===== config.mk =====
export PLATFORM = sky130hd
export DESIGN_NAME = tbd_timer
export DESIGN_NICKNAME = d
export VERILOG_FILES = /design/src/include/tbd_pkg.sv /design/src/core/tbd_timer.sv
export SDC_FILE = /design/constraint.sdc
export NUM_CORES = 1
export LEC_CHECK = 0
export BUFFER_PORTS_ARGS = -buffer_cell sky130_fd_sc_hd__buf_2
export CAP_MARGIN = 10
export CORE_UTILIZATION = 58
export DETAILED_ROUTE_END_ITERATION = 12
export GPL_TIMING_DRIVEN = 0
export PLACE_DENSITY = 0.95
export SLEW_MARGIN = 20
export SYNTH_ARGS = -nofsm -noshare
export SYNTH_HDL_FRONTEND = slang
export SYNTH_SLANG_ARGS = --single-unit

===== constraint.sdc =====
create_clock -name clk -period 7.5 [get_ports clk]
set_clock_uncertainty 0.15 [all_clocks]
set_input_delay 0.375 -clock clk [delete_from_list [all_inputs] [get_ports clk]]
set_output_delay 0.375 -clock clk [all_outputs]
set_load 0.1 [all_outputs]

===== src/include/tbd_pkg.sv =====
/*
  Shared constants and types for the tick timer and buzzer divider block:
  register index and byte address, field layout of the control register,
  reset value and the divider tap exponents.
  Assumes a 32-bit APB register bus and one system clock.
*/
package tbd_pkg;

  // The printed offset is not a word multiple, so it is kept as an index
  localparam logic [7:0] TBD_CTRL_INDEX = 8'h36;
  localparam logic [9:0] TBD_CTRL_ADDR  = {TBD_CTRL_INDEX, 2'b00};

  localparam logic [7:0] TBD_CTRL_RESET = 8'h00;

  // Field positions, bit 7 down to bit 0
  localparam int TBD_BUZZ_EN_POS   = 7;
  localparam int TBD_BUZZ_RATE_POS = 5;
  localparam int TBD_PRESCALE_POS  = 4;
  localparam int TBD_TICK_EN_POS   = 3;
  localparam int TBD_TICK_RATE_POS = 0;

  localparam int TBD_HIGH_DIV_W = 23;
  localparam int TBD_LOW_DIV_W  = 15;

  // Divide exponents per select code, element [n] belongs to code n
  localparam logic [7:0][4:0] TBD_TICK_HIGH_EXP = {5'h09, 5'h0B, 5'h0C, 5'h0D,
                                                   5'h0E, 5'h10, 5'h15, 5'h17};
  localparam logic [7:0][4:0] TBD_TICK_LOW_EXP  = {5'h01, 5'h03, 5'h04, 5'h05,
                                                   5'h06, 5'h08, 5'h0D, 5'h0F};
  localparam logic [3:0][4:0] TBD_BUZZ_HIGH_EXP = {5'h0A, 5'h0B, 5'h0C, 5'h0D};
  localparam logic [3:0][4:0] TBD_BUZZ_LOW_EXP  = {5'h02, 5'h03, 5'h04, 5'h05};

  // Highest tick code that has a rate in the low-speed modes
  localparam logic [2:0] TBD_TICK_SLOW_MAX = 3'h1;

  // Idle level of the buzzer pin while the output is off
  localparam logic TBD_BUZZ_IDLE = 1'b1;

  typedef struct packed {
    logic       buzzEn;
    logic [1:0] buzzRate;
    logic       prescale;
    logic       tickEn;
    logic [2:0] tickRate;
  } tbd_ctrl_s;

  typedef struct packed {
    logic        psel;
    logic        penable;
    logic        pwrite;
    logic [9:0]  paddr;
    logic [31:0] pwdata;
  } tbd_apb_req_s;

endpackage : tbd_pkg


===== src/core/tbd_timer.sv =====
/*
  Tick timer and buzzer divider with its APB register slave.
  Assumes clk is the high clock, lowClock is a slow clock level synchronous
  to clk, and lowSpeedMode is high in the low-speed and sleep modes.
*/
// Operation
// - Enabled tick fires on each selected tap fall.
// - Enabling never clears the shared divider.
// - Tick code picks high or low rate.
// - Low-speed modes offer only tick codes 0,1.
// - Enabled buzzer drives roughly 50% duty square.
// - Buzzer enable bit switches pin on/off.
// - Buzzer code picks high or low rate.
// - Prescale picks source; low modes force low clock.
// - One 8-bit control register, resets to zero.
`timescale 1ns/10ps
`default_nettype none

module tbd_timer
  import tbd_pkg::*;
(
  input  wire logic                  clk,
  input  wire logic                  rstn,
  input  wire tbd_pkg::tbd_apb_req_s apbReq,
  output var  logic                  pready,
  output var  logic [31:0]           prdata,
  output var  logic                  pslverr,
  input  wire logic                  lowClock,
  input  wire logic                  lowSpeedMode,
  output var  logic                  tickInterrupt,
  output var  logic                  buzzerOutputPin
);
  import tbd_pkg::*;

  tbd_ctrl_s                   ctrl_q;
  logic                        pready_q;
  logic [31:0]                 prdata_q;
  logic                        pslverr_q;
  logic [TBD_HIGH_DIV_W-1:0]   highCnt_q;
  logic [TBD_LOW_DIV_W-1:0]    lowCnt_q;
  logic                        lowClockPrev_q;
  logic                        tickTapPrev_q;
  logic                        tickInterrupt_q;
  logic                        buzzerOutputPin_q;

  logic                        useLow;
  logic                        tickTapNow;
  logic                        buzzTapNow;
  logic                        tickFall;
  logic                        tickValid;
  logic                        accessPhase;
  logic                        hit;

  ////////////////////////////////////////////////////////////////////////////
  // Tap decoding

  function automatic logic [4:0] tbdTapIndex(input logic [4:0] exponent);
    tbdTapIndex = exponent - 5'h01;
  endfunction : tbdTapIndex

  function automatic logic tbdTap(input logic [4:0]                exponent,
                                  input logic [TBD_HIGH_DIV_W-1:0] cnt);
    tbdTap = cnt[tbdTapIndex(exponent)];
  endfunction : tbdTap

  assign useLow = lowSpeedMode | ctrl_q.prescale;

  assign tickTapNow = useLow
    ? tbdTap(TBD_TICK_LOW_EXP[ctrl_q.tickRate], {8'h00, lowCnt_q})
    : tbdTap(TBD_TICK_HIGH_EXP[ctrl_q.tickRate], highCnt_q);

  assign buzzTapNow = useLow
    ? tbdTap(TBD_BUZZ_LOW_EXP[ctrl_q.buzzRate], {8'h00, lowCnt_q})
    : tbdTap(TBD_BUZZ_HIGH_EXP[ctrl_q.buzzRate], highCnt_q);

  // undefined slow codes give no ticks
  assign tickValid = ~lowSpeedMode | (ctrl_q.tickRate <= TBD_TICK_SLOW_MAX);

  assign tickFall = tickTapPrev_q & ~tickTapNow;

  ////////////////////////////////////////////////////////////////////////////
  // Free-running dividers

  always_ff @(posedge clk or negedge rstn)
  begin
    if (!rstn)
      highCnt_q <= '0;
    else
      highCnt_q <= highCnt_q + {{(TBD_HIGH_DIV_W-1){1'b0}}, 1'b1};
  end

  // Low clock is a synchronous level, so a plain edge detect is enough
  always_ff @(posedge clk or negedge rstn)
  begin
    if (!rstn)
    begin
      lowClockPrev_q <= 1'b0;
      lowCnt_q       <= '0;
    end
    else
    begin
      lowClockPrev_q <= lowClock;
      if (lowClock & ~lowClockPrev_q)
        lowCnt_q <= lowCnt_q + {{(TBD_LOW_DIV_W-1){1'b0}}, 1'b1};
    end
  end

  ////////////////////////////////////////////////////////////////////////////
  // Tick interrupt

  always_ff @(posedge clk or negedge rstn)
  begin
    if (!rstn)
    begin
      tickTapPrev_q   <= 1'b0;
      tickInterrupt_q <= 1'b0;
    end
    else
    begin
      tickTapPrev_q   <= tickTapNow;
      tickInterrupt_q <= ctrl_q.tickEn & tickValid & tickFall;
    end
  end

  ////////////////////////////////////////////////////////////////////////////
  // Buzzer output

  // square wave from a divider bit gives exact 50% duty
  always_ff @(posedge clk or negedge rstn)
  begin
    if (!rstn)
      buzzerOutputPin_q <= TBD_BUZZ_IDLE;
    else if (ctrl_q.buzzEn)
      buzzerOutputPin_q <= buzzTapNow;
    else
      buzzerOutputPin_q <= TBD_BUZZ_IDLE;
  end

  ////////////////////////////////////////////////////////////////////////////
  // APB slave, one wait state

  assign accessPhase = apbReq.psel & apbReq.penable;
  assign hit         = (apbReq.paddr == TBD_CTRL_ADDR);

  always_ff @(posedge clk or negedge rstn)
  begin
    if (!rstn)
    begin
      pready_q  <= 1'b0;
      prdata_q  <= '0;
      pslverr_q <= 1'b0;
    end
    else
    begin
      pready_q  <= accessPhase & ~pready_q;
      pslverr_q <= accessPhase & ~pready_q & ~hit;
      if (accessPhase & ~pready_q & hit & ~apbReq.pwrite)
        prdata_q <= {24'h0000_00, ctrl_q};
      else
        prdata_q <= '0;
    end
  end

  // control register write
  // Rate fields are taken as written; keeping them stable is up to software
  always_ff @(posedge clk or negedge rstn)
  begin
    if (!rstn)
      ctrl_q <= tbd_ctrl_s'(TBD_CTRL_RESET);
    else if (accessPhase & pready_q & hit & apbReq.pwrite)
      ctrl_q <= tbd_ctrl_s'(apbReq.pwdata[7:0]);
  end

  assign pready          = pready_q;
  assign prdata          = prdata_q;
  assign pslverr         = pslverr_q;
  assign tickInterrupt   = tickInterrupt_q;
  assign buzzerOutputPin = buzzerOutputPin_q;
endmodule : tbd_timer

`default_nettype wire


; ---- Word-level counts from Yosys, hierarchy flattened
; Memory sizes are Yosys's and may differ from the RTL's.
; Cells that the tools add are included.
[word_totals]
register_bits = 60
romBits = 80
in_bits = 49
output_inout_bits = 36
mem_count = 2
[classes]
n_addsub = 6
magnitude_cmp = 7
n_eq_ne = 1
mux = 18
bitwise = 20
[mem_list]
columns = name, depth, word_bits, read_ports, rd_ports_with_merged_regs, wr, line
row1 = (name not given), 8, 5, 1, 0, 0, tbd_timer.sv:70  ; : tbdTap(TBD_TICK_HIGH_EXP[ctrl_q.tickRate], highCnt_q);
row2 = (name not given), 8, 5, 1, 0, 0, tbd_timer.sv:69  ; ? tbdTap(TBD_TICK_LOW_EXP[ctrl_q.tickRate], {8'h00, lowCnt_q})
[op_table]
columns = cell, n
row1 = $lt A5 B6 Y1 const B, 4
row2 = $add A23 B1 Y23 const B, 1
row3 = $bmux W1 S5, 4
row4 = $bmux W5 S2, 2
row5 = $mux W5, 4
row6 = $sub A5 B1 Y5 const B, 4
row7 = $add A15 B1 Y15 const B, 1
row8 = $and A1 B1 Y1, 12
row9 = $eq A10 B8 Y1 const B, 1
row10 = $mux W8, 1
row11 = $mux W1, 7
row12 = $not A1 Y1, 6
row13 = $lt A3 B4 Y1 const B, 1
row14 = $le A3 B1 Y1 const B, 1
row15 = $lt A2 B3 Y1 const B, 1
row16 = $or A1 B1 Y1, 2

; ---- Logic depth before layout (Yosys ltp)
; Gate-level depths: netlist of the first run.
[depth]
ltp_word = 9
ltp_mapped = 11
mapped_depth_nobuf = 8

; ---- Least setup slack after synthesis of the first run
; No wires, ideal clock.
[synth_timing]
path_type = register to register
from = register ctrl_q[1] (netlist name)
to = register tickInterrupt_q, in the netlist tickInterrupt
setup_time_ns = 0.080
arrival_time_ns = 2.731
required_time_ns = 7.270
setup_slack_ns = 4.539
stages_incl_launch_ff = 12
path_buffers = 3
period_less_slack_ns = 2.961
path_cell_list = dfrtp_1 > buf_2 > buf_2 > inv_1 > ha_1 > clkbuf_1 > xor2_1 > mux2_2 > a221oi_1 > o32ai_1 > or4_1 > nor3b_2
[synth_between]
elab_chain_len = 9
word_cells_on_any_way = 17
[synth_rtl]
columns = item, line
row1 = "start, declared", tbd_timer.sv:35  ; tbd_ctrl_s ctrl_q;
row2 = "start signal, assigned", tbd_timer.sv:169  ; ctrl_q <= tbd_ctrl_s'(TBD_CTRL_RESET);
row3 = "start signal, assigned", tbd_timer.sv:171  ; ctrl_q <= tbd_ctrl_s'(apbReq.pwdata[7:0]);
row4 = "$mem_v2 Z8 W5, on equally long branches", --
row5 = "$mux W5, on equally long branches", "tbd_timer.sv:70, tbd_timer.sv:69"
row6 = $sub A5 B1 Y5, tbd_timer.sv:58  ; tbdTapIndex = exponent - 5'h01;
row7 = $bmux W1 S5, tbd_timer.sv:63  ; tbdTap = cnt[tbdTapIndex(exponent)];
row8 = $mux W1 (implied by the code), tbd_timer.sv:63
row9 = $mux W1, tbd_timer.sv:69
row10 = $not A1 Y1, tbd_timer.sv:79  ; assign tickFall = tickTapPrev_q & ~tickTapNow;
row11 = $and A1 B1 Y1, tbd_timer.sv:79
row12 = $and A1 B1 Y1 *, tbd_timer.sv:121  ; tickInterrupt_q <= ctrl_q.tickEn & tickValid & tickFall;
row13 = "end signal, assigned", tbd_timer.sv:121
row14 = "end, declared", tbd_timer.sv:43  ; logic tickInterrupt_q;
; Mark *: on every way between the ends. The rest lies on a longest branch, timed or not. The select of a mux whose other input is x is not followed.
; A chain may end at the register's enable or synchronous reset.

; ---- Worst setup path after layout of the first run
; Same ends and word-level chain as after synthesis.

==> results.toml, run 1 <==
[timing]
max_freq_ghz = 0.274
drv_slew = 0
holdWs_ns = 0.0851
relSlewSlack_pct = 30.2
setup-tns-final_ns = 0
rsz0062_at_grt = "false"
hold_viol = 0
finalCriticalPeriod_ns = 3.65
period_share_pct = 48.7
finalWorstSetupSlack_ns = 3.85
max_slew.worst_pin.slew_ns = 1.02
setup_violations = 0

[power]
p_int_w = 0.000536
pwr-share-seq_pct = 46.6
leakagePower_nw = 1.95
vdd_drop_max_mv = 0.112
clock_power_share_pct = 34.3
powerDensity_nw_per_um2 = 191
switchingPower_w = 0.000246
p_sw_share_pct = 31.4
p_comb_share_pct = 19.1

[grt]
antenna_found_initial = 0
grt_max_degree = 61
gr-usage-met1_pct = 31.7
busiest_layer = "met2"
grt_use_total_pct = 26.4
grt.overflow.total = 0
grt_pass1_vias = 2761
grt_pass1_wl_um = 12700
gr-usage-met2_pct = 43.6
use_met3_pct = 5.45

[clock_tree]
path_clk_slew_ns = 0.07
ctsHtreeMaxLevel = 3
cts_resized = 0
tritoncts = "done"
cts_buffer_depth = 2
root_buffer = "clkbuf_8"
postCtsSetupBuffers = 0
clock_sinks = 60
numCtsBuffers = 9
clock_latency_ns = 0.34

[synth]
ys_async_sr_fraction_pct = 100
synth_ff_type = "dfrtp_1"
syn_inst = 352
synth_area_um2 = 3530
syn_area_per_cell_um2 = 10.0
synth_edf_count = 0
synth_top_area_cell = "dfrtp_1"
ys_warn_count = 0
ys_seq_area_share_pct = 42.5
yosysUniqueCellTypes = 59
synth-seq-cells = 60
synthTopCellsByArea = "dfrtp_1 (42%), xnor2_1 (6.7%), buf_4 (5.3%), nand2_1 (3.8%), ha_1 (3.5%)"
synth_top_area_share_pct = 41.8

[place]
dp_hpwl_um = 5600
placed_area_um2 = 3900
port_buffers = 36
place_ws_ns = 3.97
place_congestion = 0.891

[drt]
wire_per_inst_um = 15.4
routed_wl_um = 7750
drc_errors = 2
vias = 2911
via_per_inst = 5.78
dr.pass1.iters = 11
drt_iter0_drc = 435
ant_nets = 0

[final_layout]
fillers = 446
post-route-util_pct = 69.6
final_cell_area_um2 = 4100
finalNetCount = 483
area_growth_pct = 16.0
diodes = 0
layout-drive-gt1-share_pct = 23.3

[run]
maxCapViolations = 0

[floorplanning]
start_util_pct = 60.1
die_area_um2 = 6410
die_width_um = 80.1
fp.coreArea_um2 = 5890
ios = 85
core.rowCount = 28
die_h_um = 80.1

[setup_path]
crit_required_ns = 7.62
path_buf_inv = 3
slowest_stage = "mux2i_1"
crit_family = "multiplexers"
worst_setup_path_start_kind = "flop"
path_max_fanout = 10
crit_arrival_ns = 3.77
end_kind = "flop"
crit_chain = "buf_2, buf_2, inv_1, ha_1, mux2i_1, mux2i_1, mux2_2, o32ai_1, or4_1, nor3b_2"
cpPeakStageDelay_ns = 0.81
setup.worst_path.class = "reg -> reg"

[min_path]
hp-class = "in -> reg"

[outcome]
status = "complete, but fails checks"
violations = "DRC"
cells in the final DEF, fill, tap and decap left out, types with 3 or more instances in the layout:
cell type	Yosys	routed
mux2_2	11	11
nand3_1	16	16
nand4_1	7	7
clkbuf_1	5	8
xor2_1	10	10
and4_1	5	5
inv_1	9	9
and2_1	5	5
nand2b_1	4	4
a21oi_1	4	4
ha_1	10	10
and3b_1	3	3
nor3_1	7	7
nor2b_1	4	4
clkbuf_8	0	12
and3_1	8	8
nand2_1	36	36
nor2_1	14	14
conb_1	1	24
buf_2	5	40
nor4_1	5	5
dfrtp_1	59	59
mux2i_1	9	9
buf_4	25	26
xnor2_1	27	27
o211ai_1	4	4
o21ai_0	15	15
registers in the layout, summed over array words and instances (netlist names):
signal / cells
ctrl_q: 8
tickTapPrev_q: 1
lowClockPrev_q: 1
prdata: 8
lowCnt_q: 15
pslverr: 1
pready: 1
highCnt_q: 23
tickInterrupt: 1
buzzerOutputPin: 1
tightest hold or removal path, cell delays in order:
cell	delay (ns)
buf_2	0.07
nand2_1	0.04
o21ai_0	0.06
cell type report:
type                    instances  area [µm²]  area share (%)
well taps                      75        93.8            2.29
repair buffers                 38         203            4.95
clock buffers                  15         176            4.30
multi-input cells             270        1850            45.1
clock inverters                 1        5.00           0.122
inverters                      10        37.5           0.916
flip-flops and latches         60        1500            36.7
plain buffers                  35         231            5.65
logic make-up (layout without fill, tap and decap cells):
| family | count (synthesis) | after routing | share of synthesized area (%) |
|---|---|---|---|
| AOI/OAI and AO/OA | 48 | 48 | 9.52 |
| xor gates and xnor gates | 37 | 37 | 9.17 |
| adders and majority gates | 10 | 10 | 3.54 |
| buffers and inverters | 45 | 99 | 7.61 |
| DFF | 60 | 60 | 42.5 |
| muxes | 24 | 24 | 8.14 |
| other | 1 | 24 | 0.106 |
| and+or+nand+nor | 127 | 127 | 19.4 |
power by group through the flow:
stage	Combinational (W)	Sequential, W	Clock, W
after floorplan	0.000114	0.000368	0
after global placement	0.000141	0.000369	0
after detailed placement	0.000147	0.000371	0
after global routing	0.000158	0.000368	0.000290
after CTS	0.000148	0.000365	0.000274
final	0.000149	0.000365	0.000268
metrics by stage:
step / cells / power (W)
floorplan: 375 / 0.000482
global placement: 486 / 0.000510
detailed placement: 486 / 0.000517
CTS: 504 / 0.000787
global route: 504 / 0.000815
finish: 504 / 0.000782
final timing paths:
kind                                    startpoint                        to  slack, ns  cells past startpoint
setup / recovery             ctrl_q[1]$_DFFE_PN0P_   tickInterrupt$_DFF_PN0_       3.85                     10
min in group asynchronous                     rstn  lowCnt_q[14]$_DFFE_PN0P_       0.51                      2
hold / removal                           apbReq[0]     ctrl_q[0]$_DFFE_PN0P_       0.09                      3
setup reg to reg             ctrl_q[1]$_DFFE_PN0P_   tickInterrupt$_DFF_PN0_       3.85                     10
max in group asynchronous                     rstn     ctrl_q[6]$_DFFE_PN0P_       6.21                      2
hold reg to reg            highCnt_q[22]$_DFF_PN0_   highCnt_q[22]$_DFF_PN0_       0.33                      1
Yosys cell counts (2+ instances only):
library cell / number
dfrtp_1: 59
nand2_1: 36
xnor2_1: 27
buf_4: 25
nand3_1: 16
o21ai_0: 15
nor2_1: 14
mux2_2: 11
ha_1: 10
xor2_1: 10
inv_1: 9
mux2i_1: 9
and3_1: 8
nand4_1: 7
nor3_1: 7
and2_1: 5
and4_1: 5
buf_2: 5
clkbuf_1: 5
nor4_1: 5
a21oi_1: 4
nand2b_1: 4
nor2b_1: 4
o211ai_1: 4
and3b_1: 3
a211o_1: 2
a211oi_1: 2
a22oi_1: 2
a311oi_1: 2
mux4_2: 2
nand4bb_1: 2
o21a_1: 2
o32a_1: 2
o32ai_1: 2
or2_2: 2
or3_1: 2
what timing repair did:
item                       4_1_cts  5_1_grt
setup endpoints to repair        0        0
hold endpoints to repair        60        0
hold buffers                     2        0
layer usage:
layer | wire length [µm] | vias up | part of all wire [%]
li1 | - | 1350 | -
met5 | 0 | - | 0
met3 | 450 | 31 | 5.8
met1 | 3160 | 1412 | 41
met2 | 3860 | 118 | 50
met4 | 270 | 0 | 3.5
Power figures use the tool's default switching activity.
==> run 2: changes to the inputs <==
Settings changed: CORE_UTILIZATION 58 to 49, PLACE_DENSITY 0.95 to 0.87.
Clock period 7.5 ns to 3.32 ns, I/O delays scaled along.
==> run 2 against run 1 <==
The flow now finishes without violations; critical path depth unchanged; wire length decreased by 2.1%; global-route usage decreased by 4.7 points; via count decreased by 2.0%; cell count increased by 6.3%; setup slack got worse by 3.7 ns; total power increased by 130%; non-clock buffer count increased by 11; first-iteration DRC count decreased by 46%; count of clock-buffer cells in the layout unchanged.
==> results.toml, run 2 (synthesis results as in run 1) <==
[outcome]
status = "finished, final reports clean"

[setup_path]
crit_family = "simple AND/OR/NAND/NOR gates"
path_buf_inv = 3
crit_required_ns = 3.43
reg2reg_to = "tickInterrupt$_DFF_PN0_"
cpPeakStageDelay_ns = 0.53
r2r_slack_ns = 0.19
crit_arrival_ns = 3.24
timing.rr.start = "ctrl_q[1]$_DFFE_PN0P_"
rr_worst_depth = 10
crit_chain = "buf_4, clkinvlp_4, ha_2, buf_2, xor2_1, mux2_2, a221oi_2, o32ai_1, or4_1, nor3b_2"
end_kind = "flop"
slowest_stage = "or4_1"
worst_setup_path_start_kind = "flop"
path_max_fanout = 18
setup.worst_path.class = "reg -> reg"

[power]
leakagePower_nw = 2.00
power_w = 0.00178
vdd_drop_max_mv = 0.176
powerDensity_nw_per_um2 = 415

[grt]
grt_pass1_wl_um = 12700
grt_max_degree = 61
grt_pass1_vias = 2840
grt_use_total_pct = 21.8
antenna_found_initial = 0
grt.overflow.total = 0

[drt]
drc_errors = 0
routed_wl_um = 7580
ant_nets = 0
vias = 2854
drt_iter0_drc = 234
dr.pass1.iters = 5
wire_per_inst_um = 14.1
via_per_inst = 5.32

[clock_tree]
tritoncts = "done"
clock_latency_ns = 0.34
root_buffer = "clkbuf_8"
ctsHtreeMaxLevel = 3
clock_sinks = 60
numCtsBuffers = 9
path_clk_slew_ns = 0.06
cts_buffer_depth = 2

[final_layout]
fillers = 571
area_growth_pct = 21.2
finalNetCount = 494
post-route-util_pct = 62.4
layout-drive-gt1-share_pct = 24.8
largest_register_ff_count = 23
multi_input_area_um2 = 1880
mostFrequentLayoutCells = "dfrtp_1 (59), buf_2 (39), nand2_1 (36)"
reg_top3 = "highCnt_q x23, lowCnt_q x15"
ff_latch_area_um2 = 1500
diodes = 0
layout_commonest_cell = "dfrtp_1"
final_cell_area_um2 = 4280
largest_register = "highCnt_q"

[timing]
rsz0062_at_grt = "false"
period_share_pct = 94.2
hold_viol = 0
max_freq_ghz = 0.320
finalCriticalPeriod_ns = 3.13
drv_slew = 0
setup_violations = 0
max_slew.worst_pin.slew_ns = 0.727
relSlewSlack_pct = 51.5

[place]
placed_area_um2 = 3920
place_congestion = 0.901
port_buffers = 36
dp_hpwl_um = 5380

[min_path]
hold-path-endpoint = "prdata[1]$_DFF_PN0_"
holdCritStartpoint = "apbReq[40]"
hp-class = "in -> reg"
holdPathStages = 4

[floorplanning]
start_util_pct = 51.5
die_h_um = 86.9
die_area_um2 = 7560
ios = 85
die_width_um = 86.9
fp.coreArea_um2 = 6870
core.rowCount = 30

[run]
maxCapViolations = 0
==> run 2: report_power, final <==
| part | switching (W) | total, W | internal, W |
|---|---|---|---|
| clock | 0.000261 | 0.000613 | 0.000352 |
| combinational | 0.000227 | 0.000341 | 0.000115 |
| sequential | 0.0000529 | 0.000825 | 0.000772 |
==> run 2: cell type report <==
cell class                      count  share of cell area (%)
Multi-Input combinational cell    270                    43.9
Timing Repair Buffer               51                    7.54
Clock buffer                       15                    4.35
Inverter                           10                   0.964
Clock inverter                      1                   0.117
Buffer                             33                    5.29
Sequential cell                    60                    35.1
Tap cell                           96                    2.80
==> run 2: layer usage <==
metal	vias up	part of all wire (%)	track usage, %
met5	-	0	0
met4	0	2.9	13.6
met3	20	5.8	5.59
li1	1373	-	-
met1	1356	43	25.6
met2	105	48	35.6
==> run 2: worst max path at each step <==
stage | cells after the start | start | to
after floorplan | 11 | ctrl_q[1]$_DFFE_PN0P_ | tickInterrupt$_DFF_PN0_
after global placement | 10 | ctrl_q[1]$_DFFE_PN0P_ | tickInterrupt$_DFF_PN0_
after detailed placement | 10 | ctrl_q[1]$_DFFE_PN0P_ | tickInterrupt$_DFF_PN0_
after CTS | 11 | ctrl_q[1]$_DFFE_PN0P_ | tickInterrupt$_DFF_PN0_
after global routing | 10 | ctrl_q[1]$_DFFE_PN0P_ | tickInterrupt$_DFF_PN0_
final | 10 | ctrl_q[1]$_DFFE_PN0P_ | tickInterrupt$_DFF_PN0_
==> run 2: what timing repair did <==
action,CTS,global route
hold buffers,11,0
endpoints found under the hold margin,73,0
endpoints found under the setup margin,2,1
pin swaps,0,1
resized for setup,5,6
buffers inserted,0,4
==> run 2: metrics by stage <==
step                setup slack (ns)  instances  hold slack (ns)  TNS (ns)
floorplan                      0.359        375           -0.280         0
global placement              -0.101        507            0.137    -0.101
detailed placement            -0.224        507            0.123    -0.285
CTS                           0.0139        533           0.0895         0
global route                  0.0654        536            0.123         0
finish                         0.194        536            0.105         0
==> run 2: worst register-to-register path, stage by stage (launching register included) <==
cell and delay [ns]:
dfrtp_1 0.40, buf_4 0.26, clkinvlp_4 0.19, ha_2 0.24, buf_2 0.18, xor2_1 0.19, mux2_2 0.31, a221oi_2 0.31
o32ai_1 0.13, or4_1 0.53, nor3b_2 0.16
==> run 3: changes to the inputs <==
Settings changed: ABC_AREA set to 1, CORE_UTILIZATION 49 to 54, PLACE_DENSITY 0.87 to 0.9.
Clock period 3.32 ns to 3.2 ns, I/O delays scaled along.
==> run 3 against run 2 <==
Total power increased by 5.7%; combinational power shrank 11%; hold slack worse by 0.065 ns; global-route usage grew 4.2 points; register-to-register slack gained 0.60 ns; fmax increased by 30%; count of clock-buffer cells in the layout unchanged.
==> results.toml, run 3 <==
[outcome]
status = "finished, final reports clean"

[timing]
max_slew.worst_pin.slew_ns = 0.742
holdWs_ns = 0.0407
setup_violations = 0
finalCriticalPeriod_ns = 2.41
period_share_pct = 75.2
finalWorstSetupSlack_ns = 0.795
hold_viol = 0
max_freq_ghz = 0.416
setup-tns-final_ns = 0
drv_slew = 0
relSlewSlack_pct = 50.5
rsz0062_at_grt = "false"

[min_path]
holdCritStartpoint = "lowSpeedMode"
hp-class = "in -> reg"
hold-path-endpoint = "tickTapPrev_q$_DFF_PN0_"
holdPathStages = 4

[floorplanning]
die_area_um2 = 6830
die_h_um = 82.7
ios = 85
die_width_um = 82.7
start_util_pct = 55.6
fp.coreArea_um2 = 6310
core.rowCount = 29

[setup_path]
path_depth = 15
reg2reg_to = "tickInterrupt$_DFF_PN0_"
r2r_slack_ns = 0.79
worst_setup_path_start_kind = "flop"
timing.rr.start = "ctrl_q[1]$_DFFE_PN0P_"
path_buf_inv = 3
crit_required_ns = 3.30
slowest_stage = "dfrtp_1"
crit_family = "simple AND/OR/NAND/NOR gates"
setup.worst_path.class = "reg -> reg"
end_kind = "flop"
crit_arrival_ns = 2.50
cpPeakStageDelay_ns = 0.53
rr_worst_depth = 15
crit_chain = "inv_2, ha_1, inv_1, nand2_1, nand2_2, nand2_2, nand2_4, inv_2, o21a_1, o21ai_1, nand3_1, nand2_1, nand2_1, nand2_2, nor2_2"
path_max_fanout = 8

[synth]
synth_top_area_cell = "dfrtp_1"
ys_warn_count = 0
synth-seq-cells = 60
syn_area_per_cell_um2 = 8.70
synth_top_area_share_pct = 42.0
synth_area_um2 = 3510
ys_async_sr_fraction_pct = 100
ys_seq_area_share_pct = 42.8
yosysUniqueCellTypes = 36
synth_edf_count = 0
synthMostInstantiatedCell = "nand2_1"
synthTopCellsByArea = "dfrtp_1 (42%), nand2_1 (8.9%), xor2_1 (5.5%), buf_4 (5.1%), inv_1 (4.4%)"
synth_ff_type = "dfrtp_1"
syn_inst = 404
synth_common_cells = "nand2_1 (83), dfrtp_1 (59), inv_1 (41), nor2_1 (31), nand3_1 (28)"

[drt]
dr.pass1.iters = 5
drc_errors = 0
vias = 2945
wire_per_inst_um = 14.0
via_per_inst = 5.18
ant_nets = 0
routed_wl_um = 7960
drt_iter0_drc = 292

[final_layout]
reg_top3 = "highCnt_q x23, lowCnt_q x15"
area_growth_pct = 20.0
largest_register = "highCnt_q"
final_cells = 569
layout-drive-gt1-share_pct = 25.8
finalNetCount = 546
mostFrequentLayoutCells = "nand2_1 (83), dfrtp_1 (59), inv_1 (41)"
diodes = 0
ff_latch_area_um2 = 1500
largest_register_ff_count = 23
fillers = 472
layout_commonest_cell = "nand2_1"
final_cell_area_um2 = 4220
multi_input_area_um2 = 1710

[clock_tree]
ctsHtreeMaxLevel = 3
postCtsSetupBuffers = 0
root_buffer = "clkbuf_8"
path_clk_slew_ns = 0.08
tritoncts = "done"
clock_sinks = 60
numCtsBuffers = 9
cts_buffer_depth = 2
clock_latency_ns = 0.35

[place]
place_congestion = 0.859
placed_area_um2 = 3880
port_buffers = 36
place_ws_ns = 0.856
dp_cells = 540
dp_hpwl_um = 5320

[power]
switchingPower_w = 0.000568
pwr-share-seq_pct = 45.5
p_comb_share_pct = 16.1
p_int_w = 0.00131
vdd_drop_max_mv = 0.437
leakagePower_nw = 2.21
p_sw_share_pct = 30.2
clock_power_share_pct = 38.4
powerDensity_nw_per_um2 = 446

[grt]
grt_use_total_pct = 26.0
antenna_found_initial = 0
grt_max_degree = 61
grt_pass1_wl_um = 12900
grt.overflow.total = 0
grt_pass1_vias = 2916

[run]
maxCapViolations = 0
==> run 3: changes by cell type after synthesis, moves of 6 or more <==
cell and change:
nand2_1 +47, nor3_1 -6, mux2i_1 -9, nand3_2 +6, nand3_1 +12, and3_1 -8
nor2_1 +17, xor2_1 +12, inv_2 +6, nand2_2 +13, xnor2_1 -19, inv_1 +32
==> run 3: through the flow <==
step | total power (W) | utilization, %
2_1_floorplan | 0.00109 | -
3_3_place_gp | 0.00114 | 61.4
3_5_place_dp | 0.00115 | 61.4
4_1_cts | 0.00188 | 66.8
5_1_grt | 0.00195 | 66.8
6_report | 0.00188 | 66.8
==> run 3: layout make-up <==
cell class / instances / share of cell area (%)
Buffer: 26 / 4.81
Multi-Input combinational cell: 293 / 40.7
Timing Repair Buffer: 49 / 7.42
Clock inverter: 1 / 0.712
Clock buffer: 15 / 4.19
Tap cell: 77 / 2.29
Inverter: 48 / 4.27
Sequential cell: 60 / 35.6
==> run 3: how the worst max path moves through the flow <==
stage                     startpoint                       to  slack (ns)
2_1_floorplan       pready$_DFF_PN0_    ctrl_q[0]$_DFFE_PN0P_        1.19
3_3_place_gp   ctrl_q[1]$_DFFE_PN0P_  tickInterrupt$_DFF_PN0_        0.94
3_5_place_dp   ctrl_q[0]$_DFFE_PN0P_  tickInterrupt$_DFF_PN0_        0.86
4_1_cts        ctrl_q[0]$_DFFE_PN0P_  tickInterrupt$_DFF_PN0_        0.86
5_1_grt        ctrl_q[0]$_DFFE_PN0P_  tickInterrupt$_DFF_PN0_        0.61
6_report       ctrl_q[1]$_DFFE_PN0P_  tickInterrupt$_DFF_PN0_        0.79
==> run 3: power groups by stage <==
stage | Clock, W | Sequential, W | Combinational, W
4_1_cts | 0.000724 | 0.000853 | 0.000302
2_1_floorplan | 0 | 0.000859 | 0.000228
3_3_place_gp | 0 | 0.000860 | 0.000279
6_report | 0.000722 | 0.000855 | 0.000303
3_5_place_dp | 0 | 0.000866 | 0.000285
5_1_grt | 0.000754 | 0.000861 | 0.000330
==> run 3: cells by family after synthesis <==
| kind of cell | after synthesis | synth area share (%) |
|---|---|---|
| simple gates | 184 | 26.3 |
| buf+inv | 74 | 10.9 |
| flops | 60 | 42.8 |
| compound gates | 37 | 6.34 |
| xor+xnor | 30 | 7.48 |
| fa+ha+maj | 10 | 3.56 |
| mux | 8 | 2.56 |
| other cells | 1 | 0.107 |
==> run 3: repair_timing <==
item	in CTS	in global routing
hold buffers	13	0
resized for setup	0	0
hold endpoints to repair	70	0
==> run 3: routing by layer <==
metal  track usage (%)  share of wire, %
met1              30.0                40
met2              42.8                50
met3              5.60               5.5
met4              17.8               3.9
met5                 0                 0
==> run 3: tightest hold or removal path: stages <==
cell,delay (ns)
buf_2,0.09
nor2_1,0.08
nand2_1,0.09
nand2_2,0.07
